### src/actl_cal_control_note_end.sv
`default_nettype none
`default_nettype wire

### src/actl_pkg.sv
`default_nettype none
package actl_pkg;

  // ------------------------------------------------------------------
  // Register indices (byte address is four times the index)
  // ------------------------------------------------------------------
  localparam int         ADDR_W        = 12;
  localparam logic [9:0] IDX_PIN_CFG   = 10'h06b;
  localparam logic [9:0] IDX_SOFT_TRIG = 10'h06c;
  localparam logic [9:0] IDX_LP_CTRL   = 10'h06e;
  localparam logic [9:0] IDX_BG_CTRL   = 10'h070;
  localparam logic [9:0] IDX_STATUS    = 10'h071;
  localparam logic [9:0] IDX_GAIN      = 10'h07a;
  localparam logic [9:0] IDX_BGAP      = 10'h07c;
  localparam logic [9:0] IDX_RES_A     = 10'h07e;

  // ------------------------------------------------------------------
  // Reset values
  // ------------------------------------------------------------------
  localparam logic [7:0] RST_PIN_CFG   = 8'h00;
  localparam logic [7:0] RST_SOFT_TRIG = 8'h01;
  localparam logic [7:0] RST_LP_CTRL   = 8'h88;
  localparam logic [7:0] RST_BG_CTRL   = 8'h00;
  localparam logic [7:0] RST_TRIM      = 8'h00;

  // ------------------------------------------------------------------
  // Field positions
  // ------------------------------------------------------------------
  localparam int TRIG_SRC_BIT  = 0;
  localparam int SOFT_TRIG_BIT = 0;
  localparam int BG_ON_BIT     = 0;
  localparam int LOW_POWER_CAL_ENABLE_BIT     = 0;
  localparam int TRIGGER_DRIVEN_SLEEP_SELECT_BIT   = 1;
  localparam int WAKE_LSB      = 3;
  localparam int WAKE_MSB      = 4;
  localparam int SLEEP_LSB     = 5;
  localparam int SLEEP_MSB     = 7;
  localparam int BGAP_MSB      = 3;

  // ------------------------------------------------------------------
  // Delays, in converter clock periods; clk is that clock
  // ------------------------------------------------------------------
  localparam logic [40:0] CYC_PER_PERIOD   = 41'h1;
  localparam logic [40:0] SLEEP_PERIODS_0  = 41'h480;
  localparam logic [40:0] SLEEP_PERIODS_1  = 41'h400080;
  localparam logic [40:0] SLEEP_PERIODS_2  = 41'h2000080;
  localparam logic [40:0] SLEEP_PERIODS_3  = 41'h10000080;
  localparam logic [40:0] SLEEP_PERIODS_4  = 41'h80000080;
  localparam logic [40:0] SLEEP_PERIODS_5  = 41'h400000080;
  localparam logic [40:0] SLEEP_PERIODS_6  = 41'h2000000080;
  localparam logic [40:0] SLEEP_PERIODS_7  = 41'h10000000080;
  localparam logic [40:0] WAKE_PERIODS_0   = 41'h480;
  localparam logic [40:0] WAKE_PERIODS_1   = 41'h2000080;
  localparam logic [40:0] WAKE_PERIODS_2   = 41'h10000080;
  localparam logic [40:0] WAKE_PERIODS_3   = 41'h80000080;
  localparam logic [40:0] SLEEP_CYC_0 = SLEEP_PERIODS_0 * CYC_PER_PERIOD;
  localparam logic [40:0] WAKE_CYC_0  = WAKE_PERIODS_0 * CYC_PER_PERIOD;

  // ------------------------------------------------------------------
  // Bus responses and types
  // ------------------------------------------------------------------
  localparam logic [1:0] RESP_OKAY   = 2'h0;
  localparam logic [1:0] RESP_SLVERR = 2'h2;

  typedef enum logic [1:0] {
    LP_IDLE  = 2'h0,
    LP_SLEEP = 2'h1,
    LP_WAKE  = 2'h3,
    LP_CAL   = 2'h2
  } actl_lp_state_t;

  typedef struct packed {
    logic [7:0] gain;
    logic [7:0] bandgap;
    logic [7:0] resistorA;
  } actl_trim_t;

  typedef struct packed {
    logic [7:0]     pinCfg;
    logic [7:0]     softTrig;
    logic [7:0]     lpCtrl;
    logic [7:0]     bgCtrl;
    actl_trim_t     trim;
    logic           trimLoaded;
    logic           pinMeta;
    logic           pinSync;
    logic           hardware_trigger_pin;
    actl_lp_state_t lpState;
    logic [40:0]    delayCnt;
    logic           calStart;
    logic           coreSleep;
    logic           awHave;
    logic [9:0]     awIdx;
    logic           wHave;
    logic [7:0]     wData;
    logic           wStrb0;
    logic           bValid;
    logic [1:0]     bResp;
    logic           rValid;
    logic [7:0]     rData;
    logic [1:0]     rResp;
  } actl_state_t;

endpackage : actl_pkg
`default_nettype wire

### src/actl_cal_control.sv
// How it works
// - With the source select at 0 the trigger level is the software bit, which resets to 1.
// - With the source select at 1 the trigger is the synchronised pin and the software bit is ignored.
// - In autonomous low-power mode the 3-bit sleep code picks 1,152 up to 1,099,511,627,904 periods.
// - While low-power calibration runs, the 2-bit wake code sets the settle time before calibration.
// - With trigger-driven sleep at 0 the sleep length comes from the sleep counter.
// - With trigger-driven sleep at 1 the core sleeps while the trigger is high and wakes when low.
// - Low-power enable acts only while background calibration is on.
// - The 8-bit gain trim drives the gain of all cores together.
// - The band-gap trim is the low nibble; the high nibble is reserved.
// - After reset the trims load from fuses and software may read and overwrite them.
// - The 8-bit channel A trim drives the first channel's termination.
//
// The AXI4-Lite interface to the registers is this design's own decision.
`timescale 1ns/10ps
`default_nettype none
module actl_cal_control
  import actl_pkg::*;
#(
  parameter logic [40:0] SLEEP_CYC_1 = SLEEP_PERIODS_1 * CYC_PER_PERIOD,
  parameter logic [40:0] SLEEP_CYC_2 = SLEEP_PERIODS_2 * CYC_PER_PERIOD,
  parameter logic [40:0] SLEEP_CYC_3 = SLEEP_PERIODS_3 * CYC_PER_PERIOD,
  parameter logic [40:0] SLEEP_CYC_4 = SLEEP_PERIODS_4 * CYC_PER_PERIOD,
  parameter logic [40:0] SLEEP_CYC_5 = SLEEP_PERIODS_5 * CYC_PER_PERIOD,
  parameter logic [40:0] SLEEP_CYC_6 = SLEEP_PERIODS_6 * CYC_PER_PERIOD,
  parameter logic [40:0] SLEEP_CYC_7 = SLEEP_PERIODS_7 * CYC_PER_PERIOD,
  parameter logic [40:0] WAKE_CYC_1  = WAKE_PERIODS_1 * CYC_PER_PERIOD,
  parameter logic [40:0] WAKE_CYC_2  = WAKE_PERIODS_2 * CYC_PER_PERIOD,
  parameter logic [40:0] WAKE_CYC_3  = WAKE_PERIODS_3 * CYC_PER_PERIOD
) (
  input  wire logic              clk,
  input  wire logic              resetn,
  // AXI4-Lite slave
  input  wire logic [ADDR_W-1:0] awaddr,
  input  wire logic              awvalid,
  output logic                   awready,
  input  wire logic [31:0]       wdata,
  input  wire logic [3:0]        wstrb,
  input  wire logic              wvalid,
  output logic                   wready,
  output logic [1:0]             bresp,
  output logic                   bvalid,
  input  wire logic              bready,
  input  wire logic [ADDR_W-1:0] araddr,
  input  wire logic              arvalid,
  output logic                   arready,
  output logic [31:0]            rdata,
  output logic [1:0]             rresp,
  output logic                   rvalid,
  input  wire logic              rready,
  // Calibration engine and pins
  input  wire logic              hardwareTriggerPin,
  input  wire actl_trim_t        fuseTrim,
  input  wire logic              calDone,
  output logic                   calTrigger,
  output logic                   calStart,
  output logic                   coreSleep,
  output actl_trim_t             trimOut
);

  // ------------------------------------------------------------------
  // State
  // ------------------------------------------------------------------
  actl_state_t st_r;
  actl_state_t st_nxt;

  // ------------------------------------------------------------------
  // Helpers
  // ------------------------------------------------------------------
  // Mapped indices; shared by the write and read paths
  function automatic logic regHit(input logic [9:0] idx);
    case (idx)
      IDX_PIN_CFG, IDX_SOFT_TRIG, IDX_LP_CTRL, IDX_BG_CTRL,
      IDX_STATUS, IDX_GAIN, IDX_BGAP, IDX_RES_A: regHit = 1'b1;
      default:                                   regHit = 1'b0;
    endcase
  endfunction : regHit

  // Sleep length per code
  function automatic logic [40:0] sleepCount(input logic [2:0] code);
    case (code)
      3'h0:    sleepCount = SLEEP_CYC_0;
      3'h1:    sleepCount = SLEEP_CYC_1;
      3'h2:    sleepCount = SLEEP_CYC_2;
      3'h3:    sleepCount = SLEEP_CYC_3;
      3'h4:    sleepCount = SLEEP_CYC_4;
      3'h5:    sleepCount = SLEEP_CYC_5;
      3'h6:    sleepCount = SLEEP_CYC_6;
      default: sleepCount = SLEEP_CYC_7;
    endcase
  endfunction : sleepCount

  // Settle length per code
  function automatic logic [40:0] wakeCount(input logic [1:0] code);
    case (code)
      2'h0:    wakeCount = WAKE_CYC_0;
      2'h1:    wakeCount = WAKE_CYC_1;
      2'h2:    wakeCount = WAKE_CYC_2;
      default: wakeCount = WAKE_CYC_3;
    endcase
  endfunction : wakeCount

  // Read mux; status shows the sequencer's own state
  function automatic logic [7:0] readByte(input logic [9:0]  idx,
                                          input actl_state_t s);
    case (idx)
      IDX_PIN_CFG:   readByte = s.pinCfg;
      IDX_SOFT_TRIG: readByte = s.softTrig;
      IDX_LP_CTRL:   readByte = s.lpCtrl;
      IDX_BG_CTRL:   readByte = s.bgCtrl;
      IDX_STATUS:    readByte = {3'h0, s.trimLoaded, s.coreSleep,
                                 s.hardware_trigger_pin, s.lpState};
      IDX_GAIN:      readByte = s.trim.gain;
      IDX_BGAP:      readByte = s.trim.bandgap;
      IDX_RES_A:     readByte = s.trim.resistorA;
      default:       readByte = 8'h00;
    endcase
  endfunction : readByte

  // ------------------------------------------------------------------
  // Derived controls
  // ------------------------------------------------------------------
  logic        lpActive;
  logic        trigMode;
  logic [40:0] sleepLoad;
  logic [40:0] wakeLoad;

  // Low-power is inert unless background calibration is on
  assign lpActive  = st_r.lpCtrl[LOW_POWER_CAL_ENABLE_BIT] & st_r.bgCtrl[BG_ON_BIT];
  assign trigMode  = st_r.lpCtrl[TRIGGER_DRIVEN_SLEEP_SELECT_BIT];
  assign sleepLoad = sleepCount(st_r.lpCtrl[SLEEP_MSB:SLEEP_LSB]);
  assign wakeLoad  = wakeCount(st_r.lpCtrl[WAKE_MSB:WAKE_LSB]);

  // ------------------------------------------------------------------
  // Next-state logic
  // ------------------------------------------------------------------
  always_comb begin
    st_nxt = st_r;

    // Two-flop pin synchroniser; only the second stage is read
    st_nxt.pinMeta = hardwareTriggerPin;
    st_nxt.pinSync = st_r.pinMeta;

    // Trigger source selection
    if (st_r.pinCfg[TRIG_SRC_BIT]) begin
      st_nxt.hardware_trigger_pin = st_r.pinSync;
    end else begin
      st_nxt.hardware_trigger_pin = st_r.softTrig[SOFT_TRIG_BIT];
    end

    // Fuse values land one edge after reset release
    if (!st_r.trimLoaded) begin
      st_nxt.trim       = fuseTrim;
      st_nxt.trimLoaded = 1'b1;
    end

    // Address and data channels are taken independently
    if (awvalid && awready) begin
      st_nxt.awHave = 1'b1;
      st_nxt.awIdx  = awaddr[11:2];
    end
    if (wvalid && wready) begin
      st_nxt.wHave  = 1'b1;
      st_nxt.wData  = wdata[7:0];
      st_nxt.wStrb0 = wstrb[0];
    end

    // Commit once both halves are held; a bus write wins over the fuse
    if (st_r.awHave && st_r.wHave && !st_r.bValid) begin
      st_nxt.awHave = 1'b0;
      st_nxt.wHave  = 1'b0;
      st_nxt.bValid = 1'b1;
      st_nxt.bResp  = regHit(st_r.awIdx) ? RESP_OKAY : RESP_SLVERR;
      if (st_r.wStrb0) begin
        case (st_r.awIdx)
          IDX_PIN_CFG:   st_nxt.pinCfg         = st_r.wData;
          IDX_SOFT_TRIG: st_nxt.softTrig       = st_r.wData;
          IDX_LP_CTRL:   st_nxt.lpCtrl         = st_r.wData;
          IDX_BG_CTRL:   st_nxt.bgCtrl         = st_r.wData;
          IDX_GAIN:      st_nxt.trim.gain      = st_r.wData;
          IDX_BGAP:      st_nxt.trim.bandgap   = st_r.wData;
          IDX_RES_A:     st_nxt.trim.resistorA = st_r.wData;
          // Status and unmapped indices keep the response set above
          default: ;
        endcase
      end
    end
    if (st_r.bValid && bready) begin
      st_nxt.bValid = 1'b0;
    end

    // Read channel, one outstanding at a time
    if (arvalid && !st_r.rValid) begin
      st_nxt.rValid = 1'b1;
      st_nxt.rData  = readByte(araddr[11:2], st_r);
      st_nxt.rResp  = regHit(araddr[11:2]) ? RESP_OKAY : RESP_SLVERR;
    end else if (st_r.rValid && rready) begin
      st_nxt.rValid = 1'b0;
    end

    // Low-power sequencer
    st_nxt.calStart = 1'b0;
    if (!lpActive) begin
      st_nxt.lpState  = LP_IDLE;
      st_nxt.delayCnt = 41'h0;
    end else begin
      unique case (st_r.lpState)
        LP_IDLE: begin
          st_nxt.lpState  = LP_SLEEP;
          st_nxt.delayCnt = sleepLoad;
        end
        LP_SLEEP: begin
          if (trigMode) begin
            // Level held by the trigger source decides the wake
            if (!st_r.hardware_trigger_pin) begin
              st_nxt.lpState  = LP_WAKE;
              st_nxt.delayCnt = wakeLoad;
            end
          end else if (st_r.delayCnt <= 41'h1) begin
            // Terminal count; <= covers a mode switch mid-sleep
            st_nxt.lpState  = LP_WAKE;
            st_nxt.delayCnt = wakeLoad;
          end else begin
            st_nxt.delayCnt = st_r.delayCnt - 41'h1;
          end
        end
        LP_WAKE: begin
          if (st_r.delayCnt <= 41'h1) begin
            st_nxt.lpState  = LP_CAL;
            st_nxt.calStart = 1'b1;
          end else begin
            st_nxt.delayCnt = st_r.delayCnt - 41'h1;
          end
        end
        LP_CAL: begin
          // Hold the core awake until the engine reports completion
          if (calDone) begin
            st_nxt.lpState  = LP_SLEEP;
            st_nxt.delayCnt = sleepLoad;
          end
        end
      endcase
    end
    st_nxt.coreSleep = (st_nxt.lpState == LP_SLEEP);
  end

  // ------------------------------------------------------------------
  // State register
  // ------------------------------------------------------------------
  always_ff @(posedge clk or negedge resetn) begin
    if (!resetn) begin
      st_r            <= '0;
      st_r.pinCfg     <= RST_PIN_CFG;
      st_r.softTrig   <= RST_SOFT_TRIG;
      st_r.lpCtrl     <= RST_LP_CTRL;
      st_r.bgCtrl     <= RST_BG_CTRL;
      st_r.trim       <= {RST_TRIM, RST_TRIM, RST_TRIM};
      st_r.trimLoaded <= 1'b0;
      st_r.hardware_trigger_pin    <= 1'b1;
      st_r.lpState    <= LP_IDLE;
      st_r.bResp      <= RESP_OKAY;
      st_r.rResp      <= RESP_OKAY;
    end else begin
      st_r <= st_nxt;
    end
  end

  // ------------------------------------------------------------------
  // Outputs
  // ------------------------------------------------------------------
  // Ready terms are combinational; everything else is a flop
  assign awready    = !st_r.awHave && !st_r.bValid;
  assign wready     = !st_r.wHave && !st_r.bValid;
  assign arready    = !st_r.rValid;
  assign bvalid     = st_r.bValid;
  assign bresp      = st_r.bResp;
  assign rvalid     = st_r.rValid;
  assign rresp      = st_r.rResp;
  assign rdata      = {24'h0, st_r.rData};
  assign calTrigger = st_r.hardware_trigger_pin;
  assign calStart   = st_r.calStart;
  assign coreSleep  = st_r.coreSleep;

  // Reserved upper nibble of the reference trim is stored, not driven
  assign trimOut.gain      = st_r.trim.gain;
  assign trimOut.bandgap   = {4'h0, st_r.trim.bandgap[BGAP_MSB:0]};
  assign trimOut.resistorA = st_r.trim.resistorA;

endmodule : actl_cal_control
`default_nettype wire

### config.mk
export PLATFORM = sky130hd
export DESIGN_NAME = actl_cal_control
export DESIGN_NICKNAME = d
export VERILOG_FILES = /design/src/actl_cal_control_note_end.sv /design/src/actl_pkg.sv /design/src/actl_cal_control.sv
export SDC_FILE = /design/constraint.sdc
export NUM_CORES = 1
export LEC_CHECK = 0
export BUFFER_PORTS_ARGS = -buffer_cell sky130_fd_sc_hd__clkbuf_2
export CORE_MARGIN = 5
export CORE_UTILIZATION = 41
export CTS_CLUSTER_DIAMETER = 40
export CTS_CLUSTER_SIZE = 16
export DETAILED_ROUTE_END_ITERATION = 6
export PLACE_DENSITY = 0.67
export SYNTH_ARGS = -nofsm -noshare
export SYNTH_HDL_FRONTEND = slang
export SYNTH_SLANG_ARGS = --single-unit
### constraint.sdc
create_clock -name clk -period 2.7 [get_ports clk]
set_input_delay 0.54 -clock clk [delete_from_list [all_inputs] [get_ports clk]]
set_output_delay 0.54 -clock clk [all_outputs]
set_load 0.03 [all_outputs]
[After elaboration in Yosys (flattened, before gate mapping)]
Cells that the tools add are included.
Word-level totals
  bits in registers: 140
  output and inout port bits: 68
  ROM bits: 0
  memory bits (writable): 0
  memories: 0
  latch bits: 0
  word-level logic and storage cells: 122
Operators by class
  multipliers: 0
  mux-type cells: 36
  bitwise gates (word level): 1
  shift operators: 0
  equality and inequality tests: 31
  add/sub/neg operators: 1
  divide/modulo/power cells: 0
  magnitude comparators: 1
  reduce and logical (&&, ||, !) cells: 27
Operators with widths (count)
  one-hot mux 41 bit (7 select lines): 1
  2-to-1 mux 43 bit: 4
  one-hot mux 43 bit (4 select lines): 1
  == test 10 x 7 -> 1 bit (second input constant): 16
  one-hot mux 32 bit (3 select lines): 1
  2-to-1 mux 41 bit: 2
  one-hot mux 8 bit (8 select lines): 1
  2-to-1 mux 24 bit: 2
  <= comparator 41 x 1 -> 1 bit (second input constant): 1
  subtractor 41 x 1 -> 41 bit (second input constant): 1
  2-to-1 mux 25 bit: 1
  2-to-1 mux 8 bit: 3
  OR reduction 8 bit: 2
  AND reduction 3 bit: 5
  2-to-1 mux 1 bit: 13
  2-to-1 mux 11 bit: 1
  2-to-1 mux 10 bit: 1
  == test 3 bit (second input constant): 3
  logical AND 1 bit: 9
  2-to-1 mux 2 bit: 4
  nonzero test 2 bit: 4
  == test 2 x 1 -> 1 bit (second input constant): 3
  == test 2 bit (second input constant): 3
  == test 3 x 2 -> 1 bit (second input constant): 2
  other kinds (8): 13

[Depth between registers and ports, before layout]
Gate-level depths: netlist of the first run.
  word-level depth: 7
  depth in mapped cells: 12

[Worst setup path after synthesis of the first run]
Ideal clock, no wire load.
  path type: reg2reg
  start: reg st_r[39] in the netlist's numbering
  end: reg st_r[76] in the netlist's numbering
  data arrival time: 2.818 ns
  library setup time: 0.119 ns
  period minus slack after synthesis: 2.937 ns
  path slack: -0.237 ns
  buffers on the path: 3
  stages on the path, launching flop included: 10
  path through: dfrtp_1 or4_4 or3_4 or4_1 buf_2 a2111oi_0 or3_1 buf_2 buf_4 nor2_1
Between the ends
  word-level cells in the longest chain between the ends: 5
  elaborated cells between the ends (all ways): 9
Ends and longest elaborated chain
  start, declared: line actl_cal_control.sv:64  | actl_state_t st_r;
  start signal, assigned: line actl_cal_control.sv:264  | st_r <= st_nxt;
  subtractor 41 x 1 -> 41 bit or <= comparator 41 x 1 -> 1 bit (tied branches)
  2-to-1 mux 41 bit: line actl_cal_control.sv:219  | end else if (st_r.delayCnt <= 41'h1) begin
  2-to-1 mux 43 bit: line actl_cal_control.sv:213  | if (trigMode) begin
  one-hot mux 43 bit (4 select lines): line actl_cal_control.sv:207  | unique case (st_r.lpState)
  2-to-1 mux 43 bit: line actl_cal_control.sv:203  | if (!lpActive) begin
Parallel ways exist; a longest one is shown, timed or not. The select of a mux whose other input is x is not followed.
A chain may end at the register's enable or synchronous reset.

[Worst setup path after layout of the first run]
  start: reg st_r[42] in the netlist's numbering
  end: reg st_r[67] in the netlist's numbering
Same word-level chain as after synthesis.

==> results of run 1 <==
[worst max-delay path by stage]
stage | start | end | slack (ps)
after global routing | st_r[42] | st_r[77] | -220
after global placement | st_r[42] | st_r[58] | -110
after floorplan | st_r[40] | st_r[45] | -160
final | st_r[42] | st_r[67] | -150
after detailed placement | st_r[42] | st_r[61] | -150
after CTS | st_r[42] | st_r[67] | -130
[area by class of cell]
type	count	share of cell area
clock inverters	14	0.0162
repair inverters	2	0.00191
well taps	229	0.0312
flip-flops and latches	138	0.376
repair buffers	176	0.124
multi-input cells	512	0.397
clock buffers	18	0.0478
inverters	11	0.00585
[stage by stage]
step | instance area (um2) | TNS [ps]
floorplan | 7500 | -3080
global placement | 8210 | -2280
detailed placement | 8210 | -3360
CTS | 8950 | -2330
global route | 9190 | -5940
finish | 9190 | -2690
[metal layers]
metal,wire (um),vias to the layer above,GRT usage
met5,0,-,0
met4,377,0,0.0575
met3,1130,34,0.0502
met2,9060,230,0.293
met1,8260,3009,0.248
li1,-,2834,-
[sequential cells by signal, summed over array words and instances, names as in the netlist]
signal	flops
calTrigger	1
st_r	102
trimOut	20
bresp	1
rvalid	1
bvalid	1
calStart	1
st_nxt	1
rdata	8
coreSleep	1
rresp	1
[power by group]
part	internal, mW	switching, mW
clock network	1.33	0.994
logic	0.334	0.463
registers	2.30	0.329
[synthesized netlist by cell type (5+ instances only)]
cell type / n
a22oi_1: 6
inv_1: 10
o21ai_0: 10
nor4_1: 19
xnor2_1: 17
o31ai_1: 5
or3_1: 11
nand3_1: 18
dfrtp_1: 134
nand4b_1: 5
a22o_1: 8
a222oi_1: 16
mux2_2: 55
nor3_1: 25
nand4_1: 7
xor2_1: 9
and2_1: 5
or4_1: 5
a21oi_1: 45
nand2_1: 40
buf_4: 61
clkbuf_1: 19
nor2_1: 85
mux2i_1: 24
[repair_timing]
action	CTS	global route
cloned	0	3
hold buffers	1	0
endpoints found under the hold margin	14	0
resized for setup	24	36
endpoints found under the setup margin	41	43
pin swaps	8	21
buffers inserted	2	4
[cell families (layout without fill, tap and decap cells)]
kind of cell / count (synthesis) / count (layout) / synth area share
AOI/OAI and AO/OA: 123 / 124 / 0.118
buffers and inverters: 98 / 221 / 0.0866
other: 2 / 31 / 0.00102
adders and majority gates: 2 / 2 / 0.00341
and+or+nand+nor: 250 / 250 / 0.172
muxes: 79 / 79 / 0.117
DFF: 138 / 138 / 0.471
xor gates and xnor gates: 26 / 26 / 0.0310
[critical path, delay by kind of cell, from the launching register on]
| family | cells | cell delay (ps) |
|---|---|---|
| simple gates | 5 | 1720 |
| mux | 1 | 260 |
| compound gates | 1 | 360 |
| flops | 1 | 380 |
==> metrics, run 1 <==
Seq cells post-synth=138; vias per cell=5.55; Post-synth EDFFs=0; Die W=144 um; reg2reg setup slack=-150 ps; worst r2r src=st_r[42]; worst r2r path cells=7; DR iter-0 viols=530; Critical Path, Cell by Cell=or4_4 -> or3_4 -> or4_4 -> a2111oi_4 -> or3_4 -> nor2_2 -> mux2_4; max-slew violations=0; Clock Tree Root=clkbuf_16; Peak VDD IR=0.635 mV; clk_skew=10.2 ps; post-synth top area share=0.457; Clock Latency Late Sink=430 ps; asr flop ratio synth=1.00; Slew @ Worst Pin=1160 ps; multi-input logic area=0.00365 mm2; most common cell after layout, fill and taps aside=dfrtp_1; RSZ-0062 raised after global routing=yes; Fmax achieved=351 MHz; global-route wire length before repair=30200 um; 1st-pass router iterations=7; die area=0.0207 mm2; drt drc=0; Seq/Total Area, Yosys=0.471; Initial Utilization=0.413; reg2reg end=st_r[67]; total CTS buffers=17; Sink Count=138; area of the core=0.0178 mm2; Arr. time, crit path=3160 ps; vias in the first global route=5966; Filler cells=1638; ANT nets after route=0; area delta synth->final=25.2%; Syn Area/Cell=10.2 um2; FP Rows=49; Worst setup SP type=flip-flop; hold path cells=1; # IOs=161; Hold Crit Start=hardwareTriggerPin; dpl hpwl=13400 um; violated checks=negative setup slack; P per Cell Area=625 mW/mm2; warnings from Yosys=0; final core occ=0.517; total track usage=0.185; Setup violations, final=42; total gr overflow=0; Final min period=2850 ps; status=finished with violations; count of different cell masters after synthesis=67; final hold vios=0; total power=5.75 mW; Nets=953; Req. time, crit path=3010 ps; n_diodes=0; via count=6107; Post-Synthesis Cell Area=0.00734 mm2; fin crit share=1.05; Yosys top cell by area=dfrtp_1; max-cap violations=0; Mapped Cells=718; WS Path Type=reg -> reg; WL final=18800 um; worst-path maximum fanout=7; CTS H-tree lvls=4; Setup WS post-layout=-147 ps; largest net degree at the start of global routing=72; routed wire length per instance=17.1 um; CP max-delay cell=or4_4; CTS tree=built; leakage power=4.56 nW; critical path endpoint category=flip-flop; Slew headroom=0.220; Port-buffer cells=99; Reg area=0.00346 mm2; worst slack at placement=-150 ps; Worst Hold Path EP=st_nxt[81]; initial antenna violation count=0; synth top area cells=dfrtp_1 46%, mux2_2 8.4%, buf_4 6.2%; final hold slack=246 ps; Non-Filler Instances=1100; Clock transition at path regs=60 ps; Top FF cell, synth=dfrtp_1; placed cells=1058; die height=144 um; most frequent cells in the layout=134 x dfrtp_1, 98 x clkbuf_2, 80 x nor2_1, 66 x buf_4, 54 x mux2_2; crit-path max cell delay=550 ps; gpl congestion=0.917; share of cells above drive strength 1=0.372; clock buffer depth=2; worst hold path class=in -> reg
(Power assumes the default switching activity.)
==> run 2: changes to the inputs <==
==> constraint.sdc (replaced) <==
create_clock -name clk -period 2.3 [get_ports clk]
set_input_delay 0.46 -clock clk [delete_from_list [all_inputs] [get_ports clk]]
set_output_delay 0.46 -clock clk [all_outputs]
set_load 0.03 [all_outputs]
==> metrics, run 2 (synthesis results as in run 1) <==
RSZ-0062 raised after global routing=yes; WS Path Type=reg -> reg; share of cells above drive strength 1=0.394 (+0.0217); worst hold path class=in -> reg; Clock Latency Late Sink=430 ps (about the same); total track usage=0.190 (+0.00522); vias in the first global route=6103 (+2.3%); Die W=144 um (unchanged); Final min period=2840 ps (-4.11 ps); critical path endpoint category=flip-flop; max-slew violations=0 (unchanged); most frequent cells in the layout=134 x dfrtp_1, 109 x buf_4, 98 x clkbuf_2, 82 x nor2_1, 54 x mux2_2; Req. time, crit path=2620 ps (-390 ps); Fmax achieved=352 MHz (+0.14%); max-cap violations=0 (unchanged); area of the core=0.0178 mm2 (unchanged); largest net degree at the start of global routing=45 (-38%); Peak VDD IR=0.811 mV (+28%); dpl hpwl=14000 um (+4.2%); leakage power=4.74 nW (+3.9%); Worst setup SP type=flip-flop; status=finished with violations; global-route wire length before repair=31200 um (+3.2%); routing usage on met1=0.261 (+0.0132); most common cell after layout, fill and taps aside=dfrtp_1; Setup WS post-layout=-543 ps (-396 ps); total CTS buffers=17 (unchanged); fin area=0.00942 mm2 (+2.5%); area delta synth->final=28.3%; Initial Utilization=0.413 (unchanged); Clock Tree Root=clkbuf_16; Slew @ Worst Pin=1140 ps (-16.9 ps); FP Rows=49 (unchanged); 1st-pass router iterations=7 (unchanged); final core occ=0.530 (+0.0127); Setup violations, final=45 (+7.1%); fin crit share=1.24 (+0.182); vias per cell=5.37 (-3.2%); gpl congestion=0.926 (+1.0%); Top Usage Layer GRT=met2; via count=6129 (+0.36%); clock buffer depth=2 (unchanged); Sink Count=138 (unchanged); ANT nets after route=0 (unchanged); Crit. Startpoint=st_r[42]; die area=0.0207 mm2 (unchanged); Arr. time, crit path=3160 ps (about the same); die height=144 um (unchanged); worst r2r src=st_r[42]; Hold Crit Start=hardwareTriggerPin; worst-path maximum fanout=6 (-1); DR iter-0 viols=488 (-7.9%); drt drc=0 (unchanged); Port-buffer cells=99 (unchanged); final hold slack=151 ps (-95.6 ps); # IOs=161 (unchanged); violated checks=negative setup slack; CTS tree=built; met2 Use GR=0.299 (+0.00588); routed wire length per instance=17.0 um (-0.54%); clk_skew=9.57 ps (-0.622 ps); n_diodes=0 (unchanged); Nets=994 (+4.3%); Area after DPL=0.00855 mm2 (+4.1%); WL final=19400 um (+3.2%); GR met3 Demand/Resource=0.0449 (-0.00532); CTS H-tree lvls=4 (unchanged); Reg with most FFs=st_r; total gr overflow=0 (unchanged); Largest register FFs=102 (unchanged); Slew headroom=0.232 (+0.0113); initial antenna violation count=0 (unchanged); final hold vios=0 (unchanged); Clock transition at path regs=60 ps (about the same); P per Cell Area=706 mW/mm2 (+13%)
==> run 2: changes by cell type in the layout (fill, tap and decap cells not counted), sizes merged <==
| cell | change |
|---|---|
| inv | -3 |
| bufinv | -1 |
| buf | +42 |
| clkinvlp | +3 |
| clkinv | +1 |
| clkbuf | -1 |
==> run 2: metrics by stage <==
step / worst slack (ps) / total power, mW / cells / setup TNS [ps]
after global routing: -601 / 6.93 / 1141 / -23350
after floorplan: -556 / 3.77 / 747 / -20190
after CTS: -498 / 6.69 / 1134 / -18550
final: -543 / 6.65 / 1141 / -20420
after detailed placement: -550 / 4.07 / 1097 / -20040
after global placement: -485 / 4.04 / 1097 / -18100
==> run 2: routing by layer <==
| metal | part of all wire | vias up | wire (um) |
|---|---|---|---|
| met4 | 0.016 | 0 | 305 |
| met3 | 0.062 | 30 | 1210 |
| met1 | 0.45 | 2969 | 8650 |
| li1 | - | 2904 | - |
| met2 | 0.48 | 226 | 9260 |
| met5 | 0 | - | 0 |
==> run 2: final timing paths <==
check	to	slack [ps]	depth (start not counted)
min	st_nxt[81]	150	1
max reg2reg	st_r[67]	-540	6
min reg2reg	st_r[81]	360	0
max in group asynchronous	st_r[123]	1210	3
max	st_r[67]	-540	6
min in group asynchronous	st_r[51]	490	2
==> run 2: where the power goes <==
group,internal [mW],switching (mW)
Sequential,2.70,0.394
Combinational,0.407,0.541
Clock,1.42,1.19
Total,4.53,2.13
==> run 2: area by class of cell <==
type / instances / area [um2]
Inverter: 11 / 53.8
Fill cell: 1599 / 8360
Clock buffer: 17 / 425
Sequential cell: 138 / 3460
Timing Repair inverter: 1 / 11.3
Clock inverter: 15 / 134
Timing Repair Buffer: 218 / 1460
Multi-Input combinational cell: 512 / 3590
Tap cell: 229 / 287
==> run 2: repair_timing <==
action                     CTS  global route
hold endpoints to repair    29             0
setup endpoints to repair   45            62
cloned                       0             2
hold buffers                 1             0
pin swaps                   12             5
gates resized for setup     23            19
setup buffers                4             5
==> run 2: worst max-delay path, cell delays in order, from the launching register on <==
cell     delay [ps]
dfrtp_1         370
or4_4           540
or3_4           400
or4_4           500
a211o_4         460
nand4_1         140
mux2_4          300
